`src/logic/ldo_mode_pkg.sv`:
```
// Package for the four-channel regulator power-mode decoder.
// Assumes a 32-bit AXI4-Lite register bus on a single 25 MHz clock.
package ldo_mode_pkg;

   // -----------------------------------------------------------------
   // Register map
   // -----------------------------------------------------------------
   // Registers are word spaced: the byte address is four times the index.
   localparam int         addr_width       = 10;
   localparam logic [7:0] power_mode_index = 8'h99;
   localparam logic [7:0] source_index     = 8'h01;
   localparam logic [7:0] status_index     = 8'h02;
   localparam logic [9:0] power_mode_addr  = {power_mode_index, 2'h0};
   localparam logic [9:0] source_addr      = {source_index, 2'h0};
   localparam logic [9:0] status_addr      = {status_index, 2'h0};

   // -----------------------------------------------------------------
   // Field layout and reset values
   // -----------------------------------------------------------------
   localparam int         channels        = 4;
   localparam int         mode_width      = 2;
   localparam logic [7:0] power_mode_reset = 8'h00;
   localparam logic [7:0] source_reset     = 8'h00;

   // Bus response codes.
   localparam logic [1:0] resp_okay   = 2'h0;
   localparam logic [1:0] resp_slverr = 2'h2;

   // -----------------------------------------------------------------
   // Field encodings
   // -----------------------------------------------------------------
   localparam logic [1:0] mode_off        = 2'h0;
   localparam logic [1:0] mode_group_lp   = 2'h1;
   localparam logic [1:0] mode_low_power  = 2'h2;
   localparam logic [1:0] mode_normal     = 2'h3;
   localparam logic [1:0] source_register = 2'h3;

   // Control levels of one regulator.
   typedef struct packed {
      logic on;
      logic low_power;
   } reg_ctrl_t;

endpackage

```
`src/logic/ldo_power_mode_decode.sv`:
```
// Power-mode decoder for regulator channels 4 to 7 with AXI4-Lite regs.
// Assumes sequencer enables and low-power signal arrive from pins.
//
// The implementer's own choices: the address map and the AXI4-Lite interface to the registers.

// Notes on behaviour
// - One byte holds four 2-bit mode fields.
// - Source select 0b11 picks register-driven interpretation.
// - Mode 0b00 always turns regulator off.
// - Direct 0b01 follows global low-power signal.
// - Direct 0b10 forces low-power on.
// - Direct 0b11 forces normal mode on.
// - Sequenced modes off while sequencer disabled.
// - Sequenced 0b01 on, low-power follows global.
// - Sequenced 0b10 on in low-power mode.
// - Sequenced 0b11 on in normal mode.
module ldo_power_mode_decode (
   // Clock and reset
   input  wire logic        aclk,
   input  wire logic        aresetn,
   // AXI4-Lite write address and data
   input  wire logic [9:0]  s_axi_awaddr,
   input  wire logic        s_axi_awvalid,
   output logic             s_axi_awready,
   input  wire logic [31:0] s_axi_wdata,
   input  wire logic [3:0]  s_axi_wstrb,
   input  wire logic        s_axi_wvalid,
   output logic             s_axi_wready,
   // AXI4-Lite write response
   output logic [1:0]       s_axi_bresp,
   output logic             s_axi_bvalid,
   input  wire logic        s_axi_bready,
   // AXI4-Lite read
   input  wire logic [9:0]  s_axi_araddr,
   input  wire logic        s_axi_arvalid,
   output logic             s_axi_arready,
   output logic [31:0]      s_axi_rdata,
   output logic [1:0]       s_axi_rresp,
   output logic             s_axi_rvalid,
   input  wire logic        s_axi_rready,
   // Sequencer enables (index 0 is channel 4) and global low-power
   input  wire logic [3:0]  sequencer_enable,
   input  wire logic        global_low_power,
   // Regulator control levels (index 0 is channel 4)
   output logic [3:0]       regulator_on,
   output logic [3:0]       regulator_low_power
);

   // ------------------------------------------------------------------
   // Register state
   // ------------------------------------------------------------------
   logic [7:0]  power_mode_control;
   logic [7:0]  regulator_sequencer_source_select;
   logic [9:0]  aw_addr;
   logic        aw_held;
   logic [31:0] w_data;
   logic [3:0]  w_strb;
   logic        w_held;
   logic [3:0]  seq_stable;
   logic        glp_stable;
   logic [3:0]  next_on;
   logic [3:0]  next_low_power;

   // ------------------------------------------------------------------
   // Input synchronisers
   // ------------------------------------------------------------------

   // Sequencer enables: one filter bit per channel, index 0 is channel 4.
   level_filter #(
      .width (ldo_mode_pkg::channels)
   ) u_level_filter_seq (
      .aclk     (aclk),
      .aresetn  (aresetn),
      .raw      (sequencer_enable),
      .filtered (seq_stable)
   );

   // The global low-power level takes the same path, so a change to it
   // and to an enable made together reach the decoder on the same edge.
   level_filter #(
      .width (1)
   ) u_level_filter_glp (
      .aclk     (aclk),
      .aresetn  (aresetn),
      .raw      (global_low_power),
      .filtered (glp_stable)
   );

   // ------------------------------------------------------------------
   // AXI4-Lite write path
   // ------------------------------------------------------------------

   // Address and data are caught separately, in either order.
   always_ff @(posedge aclk) begin
      if (!aresetn) begin
         aw_held <= 1'b0;
         aw_addr <= 10'h000;
      end else if (s_axi_awvalid && s_axi_awready) begin
         aw_held <= 1'b1;
         aw_addr <= s_axi_awaddr;
      end else if (aw_held && w_held && !s_axi_bvalid) begin
         aw_held <= 1'b0;
      end
   end

   // Write data holding register.
   always_ff @(posedge aclk) begin
      if (!aresetn) begin
         w_held <= 1'b0;
         w_data <= 32'h0000_0000;
         w_strb <= 4'h0;
      end else if (s_axi_wvalid && s_axi_wready) begin
         w_held <= 1'b1;
         w_data <= s_axi_wdata;
         w_strb <= s_axi_wstrb;
      end else if (aw_held && w_held && !s_axi_bvalid) begin
         w_held <= 1'b0;
      end
   end

   // Ready is high while the slot is free and no response is pending.
   // Ready is registered, so a beat taken on this edge closes the slot
   // before the next beat can be sampled.
   always_ff @(posedge aclk) begin
      if (!aresetn) begin
         s_axi_awready <= 1'b0;
         s_axi_wready  <= 1'b0;
      end else begin
         s_axi_awready <= !aw_held && !s_axi_bvalid &&
                          !(s_axi_awvalid && s_axi_awready);
         s_axi_wready  <= !w_held && !s_axi_bvalid &&
                          !(s_axi_wvalid && s_axi_wready);
      end
   end

   // Commit the write and raise the response once both halves are in.
   // A write to the status word is answered OKAY and dropped; an unmapped
   // address is answered SLVERR so that a wrong pointer shows up at once.
   always_ff @(posedge aclk) begin
      if (!aresetn) begin
         power_mode_control <= ldo_mode_pkg::power_mode_reset;
         regulator_sequencer_source_select <= ldo_mode_pkg::source_reset;
         s_axi_bvalid <= 1'b0;
         s_axi_bresp  <= ldo_mode_pkg::resp_okay;
      end else if (aw_held && w_held && !s_axi_bvalid) begin
         s_axi_bvalid <= 1'b1;
         s_axi_bresp  <= ldo_mode_pkg::resp_okay;
         if (aw_addr[9:2] == ldo_mode_pkg::power_mode_index) begin
            if (w_strb[0]) begin
               power_mode_control <= w_data[7:0];
            end
         end else if (aw_addr[9:2] == ldo_mode_pkg::source_index) begin
            if (w_strb[0]) begin
               regulator_sequencer_source_select <= w_data[7:0];
            end
         end else if (aw_addr[9:2] == ldo_mode_pkg::status_index) begin
            s_axi_bresp <= ldo_mode_pkg::resp_okay; // Read-only, ignored.
         end else begin
            s_axi_bresp <= ldo_mode_pkg::resp_slverr;
         end
      end else if (s_axi_bvalid && s_axi_bready) begin
         s_axi_bvalid <= 1'b0;
      end
   end

   // ------------------------------------------------------------------
   // AXI4-Lite read path
   // ------------------------------------------------------------------

   // Address taken, data returned on the following edge.
   // Only one read is in flight: the address side stays closed until the
   // data have been accepted.
   always_ff @(posedge aclk) begin
      if (!aresetn) begin
         s_axi_arready <= 1'b0;
         s_axi_rvalid  <= 1'b0;
         s_axi_rdata   <= 32'h0000_0000;
         s_axi_rresp   <= ldo_mode_pkg::resp_okay;
      end else if (s_axi_arvalid && s_axi_arready) begin
         s_axi_arready <= 1'b0;
         s_axi_rvalid  <= 1'b1;
         s_axi_rresp   <= ldo_mode_pkg::resp_okay;
         if (s_axi_araddr[9:2] == ldo_mode_pkg::power_mode_index) begin
            s_axi_rdata <= {24'h00_0000, power_mode_control};
         end else if (s_axi_araddr[9:2] ==
                      ldo_mode_pkg::source_index) begin
            s_axi_rdata <= {24'h00_0000,
                            regulator_sequencer_source_select};
         end else if (s_axi_araddr[9:2] ==
                      ldo_mode_pkg::status_index) begin
            s_axi_rdata <= {24'h00_0000, regulator_low_power,
                            regulator_on};
         end else begin
            s_axi_rdata <= 32'h0000_0000;
            s_axi_rresp <= ldo_mode_pkg::resp_slverr;
         end
      end else if (s_axi_rvalid) begin
         if (s_axi_rready) begin
            s_axi_rvalid  <= 1'b0;
            s_axi_arready <= 1'b1;
         end
      end else begin
         s_axi_arready <= 1'b1;
      end
   end

   // ------------------------------------------------------------------
   // Mode decode
   // ------------------------------------------------------------------

   // Channel 4 sits in the top field, channel 7 in the bottom one.
   // A mode of zero wins over every other input, so software can always
   // force a channel off whatever its sequencer is doing.
   always_comb begin
      logic [1:0] mode;
      logic [1:0] src;
      ldo_mode_pkg::reg_ctrl_t ctrl;
      mode = 2'h0;
      src  = 2'h0;
      ctrl = '0;
      next_on        = 4'h0;
      next_low_power = 4'h0;
      for (int i = 0; i < 4; i++) begin
         mode = power_mode_control[7 - 2 * i -: 2];
         src  = regulator_sequencer_source_select[7 - 2 * i -: 2];
         ctrl = '0;
         if (mode == ldo_mode_pkg::mode_off) begin
            ctrl = '0;
         end else if (src == ldo_mode_pkg::source_register) begin
            ctrl.on = 1'b1;
            case (mode)
               ldo_mode_pkg::mode_group_lp: ctrl.low_power = glp_stable;
               ldo_mode_pkg::mode_low_power: ctrl.low_power = 1'b1;
               default: ctrl.low_power = 1'b0;
            endcase
         end else if (!seq_stable[i]) begin
            ctrl = '0;
         end else begin
            ctrl.on = 1'b1;
            case (mode)
               ldo_mode_pkg::mode_group_lp: ctrl.low_power = glp_stable;
               ldo_mode_pkg::mode_low_power: ctrl.low_power = 1'b1;
               default: ctrl.low_power = 1'b0;
            endcase
         end
         next_on[i]        = ctrl.on;
         next_low_power[i] = ctrl.low_power;
      end
   end

   // Control levels are registered so every change lands one edge later.
   // This also keeps decode glitches off the regulator control pins.
   always_ff @(posedge aclk) begin
      if (!aresetn) begin
         regulator_on        <= 4'h0;
         regulator_low_power <= 4'h0;
      end else begin
         regulator_on        <= next_on;
         regulator_low_power <= next_low_power;
      end
   end

endmodule

// ------------------------------------------------------------------
// Input filter
// ------------------------------------------------------------------

// Three shift flops and an output flop per bit; the filtered level follows only where the second
// and third stages agree, so a level caught mid-change is never passed on.
// The cost is a latency of four edges from pin to filtered level.
module level_filter #(
   parameter int width = 1
) (
   // Clock and reset
   input  wire logic             aclk,
   input  wire logic             aresetn,
   // Raw level from a pin and its filtered copy
   input  wire logic [width-1:0] raw,
   output logic      [width-1:0] filtered
);

   logic [width-1:0] stage1;
   logic [width-1:0] stage2;
   logic [width-1:0] stage3;

   // Stages shift every edge; filtered bits load where two and three agree.
   always_ff @(posedge aclk) begin
      if (!aresetn) begin
         stage1   <= '0;
         stage2   <= '0;
         stage3   <= '0;
         filtered <= '0;
      end else begin
         stage1 <= raw;
         stage2 <= stage1;
         stage3 <= stage2;
         for (int i = 0; i < width; i++) begin
            if (stage2[i] == stage3[i]) begin
               filtered[i] <= stage3[i];
            end
         end
      end
   end

endmodule

```
`config.mk`:
```
export PLATFORM = sky130hd
export DESIGN_NAME = ldo_power_mode_decode
export DESIGN_NICKNAME = d
export VERILOG_FILES = /design/src/logic/ldo_mode_pkg.sv /design/src/logic/ldo_power_mode_decode.sv
export SDC_FILE = /design/constraint.sdc
export NUM_CORES = 1
export LEC_CHECK = 0
export BUFFER_PORTS_ARGS = -buffer_cell sky130_fd_sc_hd__buf_2
export CAP_MARGIN = 10
export CORE_ASPECT_RATIO = 0.6
export CORE_MARGIN = 2
export CORE_UTILIZATION = 50
export CTS_CLUSTER_DIAMETER = 200
export CTS_CLUSTER_SIZE = 14
export DETAILED_ROUTE_END_ITERATION = 10
export PLACE_DENSITY = 0.84
export SKIP_CTS_REPAIR_TIMING = 1
export SYNTH_ARGS = -nofsm -noshare
export SYNTH_HDL_FRONTEND = slang
export SYNTH_SLANG_ARGS = --single-unit
```
`constraint.sdc`:
```
create_clock -name aclk -period 1.7 [get_ports aclk]
set_input_delay 0.17 -clock aclk [delete_from_list [all_inputs] [get_ports aclk]]
set_output_delay 0.17 -clock aclk [all_outputs]
set_load 0.05 [all_outputs]
```
Word-level counts from Yosys, hierarchy flattened
Cells that the tools add are included.
{ "op_classes": {"n_addsub": 0, "n_mul": 0, "div_mod_pow": 0, "order_cmp": 0, "eq_ne": 24, "shifts": 0, "muxes": 31, "n_bitwise": 2, "n_reduce_logical": 29} }
{ "ops": {"columns": ["cell", "count"], "rows": [
  ["$mux W2", 14],
  ["$mux W8", 3],
  ["$eq A2 B2 Y1 const B", 8],
  ["$eq A8 B1 Y1 const B", 2],
  ["$eq A8 B2 Y1 const B", 2],
  ["$eq A8 B8 Y1 const B", 2],
  ["$logic_and A1 B1 Y1", 10],
  ["$mux W1", 10],
  ["$reduce_or A2 Y1", 5],
  ["$eq A2 B1 Y1 const B", 4],
  ["$logic_not A2 Y1", 4],
  ["$pmux W1 S2", 4],
  ["$reduce_bool A2 Y1", 3],
  ["$eq A1 B1 Y1", 5],
  ["$logic_not A1 Y1", 5],
  ["$reduce_and A4 Y1", 1],
  ["$reduce_and A3 Y1", 1],
  ["$ne A2 B1 Y1 const B", 1],
  ["$not A1 Y1", 2]
]} }
{ "word_totals": {"register_bits": 106, "latch_bits": 0, "ramBits": 0, "rom_bits": 0, "in_bits": 68, "output_inout_bits": 49, "word_cells": 120, "mem_count": 0} }

Logic depth before layout (Yosys ltp)
{ "logic_depth": {"word_depth": 4, "ltp_mapped": 6, "mapped_depth_nobuf": 4} }

Hierarchy
From an unflattened synthesis, not the netlist that was laid out.
{ "unflattened": {"cells_unflattened": 351, "hier_area_um2": 3309.4} }
{ "by_module_without_submodules": {"columns": ["module", "instances", "cells_per_inst", "area_per_inst_um2", "seq_area_each_um2"], "rows": [
  ["ldo_power_mode_decode", 1, 300, 2711.4, 1161.1],
  ["level_filter at u_level_filter_seq", 1, 41, 481.7, 320.3],
  ["level_filter at u_level_filter_glp", 1, 10, 116.4, 80.1]
]} }

Least setup slack after synthesis
OpenSTA, ideal clock, no wires.
{ "synth_path": {"path_kind": "register to register", "from": "reg s_axi_bvalid", "to": "reg power_mode_control[4]", "setup_time_ns": 0.072, "arrival_ns": 1.515, "required_ns": 1.628, "path_slack_ns": 0.113, "path_stages_with_launch": 6, "n_path_buf": 1, "synth_period_minus_slack_ns": 1.587, "path_cell_list": "dfxtp_1 > nand3b_4 > nor4_4 > and4_4 > buf_12 > mux2i_1"} }
{ "synth_via": {"elab_chain_len": 3} }
{ "synth_rtl": {"columns": ["element", "line", "source"], "rows": [
  ["start, declared", "ldo_power_mode_decode.sv:31", "output logic s_axi_bvalid,"],
  ["start signal, assigned", "ldo_power_mode_decode.sv:143", "s_axi_bvalid <= 1'b0;"],
  ["start signal, assigned", "ldo_power_mode_decode.sv:146", "s_axi_bvalid <= 1'b1;"],
  ["start signal, assigned", "ldo_power_mode_decode.sv:162", "s_axi_bvalid <= 1'b0;"],
  ["$logic_not A1 Y1", "ldo_power_mode_decode.sv:145", "end else if (aw_held && w_held && !s_axi_bvalid) begin"],
  ["$logic_and A1 B1 Y1", "ldo_power_mode_decode.sv:145", null],
  ["$reduce_and A3 Y1 (no source line)", null, null],
  ["end signal, assigned", "ldo_power_mode_decode.sv:141", "power_mode_control <= ldo_mode_pkg::power_mode_reset;"],
  ["end signal, assigned", "ldo_power_mode_decode.sv:150", "power_mode_control <= w_data[7:0];"],
  ["end, declared", "ldo_power_mode_decode.sv:52", "logic [7:0] power_mode_control;"]
]} }
Every way passes these cells.
A chain may end at the register's enable or synchronous reset.

Final worst setup path
{ "layout_path": {"from": "reg s_axi_bvalid", "to": "reg regulator_sequencer_source_select[2]"} }
{ "layout_via": {"elab_chain_len": 3} }
{ "layout_rtl": {"columns": ["element", "line", "source"], "rows": [
  ["$logic_not A1 Y1", "ldo_power_mode_decode.sv:145", null],
  ["$logic_and A1 B1 Y1", "ldo_power_mode_decode.sv:145", null],
  ["$reduce_and A4 Y1 (no source line)", null, null],
  ["end signal, assigned", "ldo_power_mode_decode.sv:142", "regulator_sequencer_source_select <= ldo_mode_pkg::source_reset;"],
  ["end signal, assigned", "ldo_power_mode_decode.sv:154", "regulator_sequencer_source_select <= w_data[7:0];"],
  ["end, declared", "ldo_power_mode_decode.sv:53", "logic [7:0] regulator_sequencer_source_select;"]
]} }
Every way passes these cells.

==> impl_results.md <==
- Status: finished clean
- CTS Buffer Depth: 2
- Critical-path cell list: nand3b_4 -> nor4_4 -> nand4_4 -> mux2i_1
- CP endpoint kind: flip-flop
- Fin util: 60.7%
- Num ports: 117
- DRC viols: 0
- P_leak: between 1.5 and 2 nW
- Critical path origin: s_axi_bvalid
- Core area: 0.00673 sq mm
- GR Util All Layers: 20.9%
- Flop2flop setup slack: 0.15 ns
- Min Tclk post-route: between 1.5 and 2 ns
- Die outline area: roughly 0.0077 sq mm
- Wire length per cell: roughly 14 um
- Worst slew pin tran: 0.578 ns
- Final period util: 91.0%
- Yosys top cell by area: dfxtp_1
- Comb power frac: 9.3%
- Crit Path Category: flip-flop to flip-flop
- Critical Path RT: 1.93 ns
- Worst-case reg-to-reg path depth: 4
- Worst hold slack: 0.0416 ns
- Nets: between 500 and 600
- Starting Density: 52.1%
- Worst slack, placed: roughly 0.18 ns
- Layout cells sized above 1: 19.8%
- Critical path's top delay family: simple AND/OR/NAND/NOR gates
- Worst r2r src: s_axi_bvalid
- Area share of the largest cell type after synthesis: 44.5%
- DR iter-0 viols: 208
- Cell variety after synth: 42
- Final Max Slew Viols: 0
- Fraction of power consumed by the clock network: 46.9%
- Skew-Pair Late Insertion Delay: roughly 0.33 ns
- H-tree depth: 3
- Routed wire length: around 7600 um
- Unrepaired setup endpoints after global routing: no
- Pwr/cell area: 1070 mW/mm^2
- Final setup skew: between 0.005 and 0.006 ns
- Hold Startpoint: global_low_power
- CTS tree: done
- Area grow syn2layout: 16.4%
- DR vias: 2777
- Post-DP HPWL: 5430 um
- Num rows: 23
- Setup Viol. Count Final: 0
- Most used DFF post-synth: dfxtp_1
- Max-Cap Viols: 0
- Die H: 68.9 um
- Seq cells post-synth: 78
- Avg Cell Area, Syn: roughly 9 sq um
- CTS buffer count: 9
- Clk slew on worst S/H paths: 0.06 ns
- Antenna violations before repair: 0
- Hold depth: 2
- Post-Syn Area: 0.00351 sq mm
- Setup TNS: 0 ns
- Rel. slew slack: between 60 and 70%
- First-pass GRT wire length: 12200 um
- Clock Tree Root: clkbuf_16
- Sw frac: 24.2%
- Worst path arrival time: 1.78 ns
- Final worst slack: around 0.15 ns
- Critical path's largest stage delay: ~0.35 ns
- Die X: approximately 110 um
- Vias in the first global route: around 2700
- Max FO, Critical Path: 8
- CP Launch Type: flip-flop
- Largest cells by area after synthesis: dfxtp_1 44%, nand2_1 8.4%, buf_4 5.8%, a21boi_0 5.6%, mux2i_1 4.6%
- Detail Route Antenna Nets: 0
- Net switching power: 0.00106 W
- First drt pass iteration count: 5
- YS warnings: 0
- Number of vias per cell: 5.17
- Cells after Synth: 388
- Routability cong.: around 0.85
- Maximum VDD drop: between 0.0005 and 0.0006 V
- Int Pwr: 0.00330 W
- FFs w/ async S/R, synth: 0%
- Worst path buffer plus inverter count: 0
- Sequential share of the synthesized area: between 40 and 50%
- Post-synth EDFFs: 0
- Crit Reg-Reg Endpoint: regulator_sequencer_source_select[2]
- Reg power frac: around 44%
- Max stage delay cell, worst path: dfxtp_1
- Inserted Diodes: 0
- Grt total ovfl: 0
- I/O Buffers: 59
- Sink Count: 78
- Hold Crit Endpoint: u_level_filter_glp.stage1
- Type of the tightest min-delay check: primary input to flip-flop
- Max Fclk: 0.647 GHz
- Final Hold Viols: 0
- Maximum number of pins on one net before global-route repair: 32
[sequential cells by signal, summed over array words and instances (netlist names), 4 cells and up]
register	flops
u_level_filter_seq.stage3	4
u_level_filter_seq.filtered	4
u_level_filter_seq.stage1	4
u_level_filter_seq.stage2	4
power_mode_control	8
regulator_sequencer_source_select	8
regulator_on	4
s_axi_rdata	8
w_data	8
regulator_low_power	4
aw_addr	8
[power by group through the flow]
| stage | registers [W] | logic, W | clock network, W |
|---|---|---|---|
| after floorplan | 0.00198 | 0.000317 | 0 |
| after global placement | 0.00195 | 0.000387 | 0 |
| after detailed placement | 0.00195 | 0.000396 | 0 |
| after CTS | 0.00191 | 0.000401 | 0.00208 |
| after global routing | 0.00191 | 0.000436 | 0.00215 |
| final | 0.00191 | 0.000403 | 0.00204 |
[metal layers]
metal | track usage [%] | up-vias | share of wire [%]
li1 | - | 1366 | -
met4 | 8.69 | 0 | 1.3
met2 | 35.8 | 110 | 46
met5 | 0 | - | 0
met3 | 6.56 | 12 | 9.5
met1 | 25.2 | 1289 | 43
[cells in the mapped netlist (6+ instances only)]
library cell and number:
o21ai_0 11, nand2_1 79, inv_1 11, buf_4 27, clkbuf_1 11, nor2_1 14
ha_1 12, a32o_1 6, mux2i_1 16, a21oi_1 16, dfxtp_1 78, o31ai_1 8
and2_1 18, a21boi_0 26
[worst max path at each step]
stage / endpoint / slack, ns / depth (start not counted)
2_1_floorplan: power_mode_control[4] / 0.11 / 5
3_3_place_gp: power_mode_control[5] / 0.24 / 4
3_5_place_dp: power_mode_control[6] / 0.18 / 4
4_1_cts: power_mode_control[6] / 0.16 / 4
5_1_grt: regulator_sequencer_source_select[2] / 0.03 / 4
6_report: regulator_sequencer_source_select[2] / 0.15 / 4
[layout make-up]
cell class                 count  area (sq um)
clock inverter                 6          85.1
inverter                      11          41.3
sequential                    78          1560
fill                         564          2650
tap                           87           109
clock buffer                  10           239
timing repair buffer          66           348
multi-input combinational    279          1700
[stage by stage]
stage | cell area, sq um | power, W | cells
finish | 4090 | 0.00435 | 537
global route | 4090 | 0.00450 | 537
CTS | 4090 | 0.00439 | 537
detailed placement | 3760 | 0.00234 | 521
global placement | 3760 | 0.00233 | 521
floorplan | 3600 | 0.00230 | 413
[cells by family after synthesis]
kind of cell,after synthesis,share of synthesized area [%]
and+or+nand+nor,145,21.3
AOI/OAI and AO/OA,79,15.3
muxes,16,4.56
DFF,78,44.5
buffers and inverters,56,9.73
other,1,0.107
adders and majority gates,12,4.28
xor gates and xnor gates,1,0.250
[placed cells by master, fill, tap and decap left out, types with 5 or more instances in the layout]
cell,instances
a21boi_0,26
nor3_1,5
clkbuf_16,9
nor2_1,14
and2_1,18
dfxtp_1,78
inv_1,11
a21oi_1,16
buf_4,7
conb_1,26
o21ai_0,11
a32o_1,6
o31ai_1,8
nand2_1,79
ha_1,12
mux2i_1,16
buf_2,59
No activity file was read; power rests on OpenSTA's default activity.
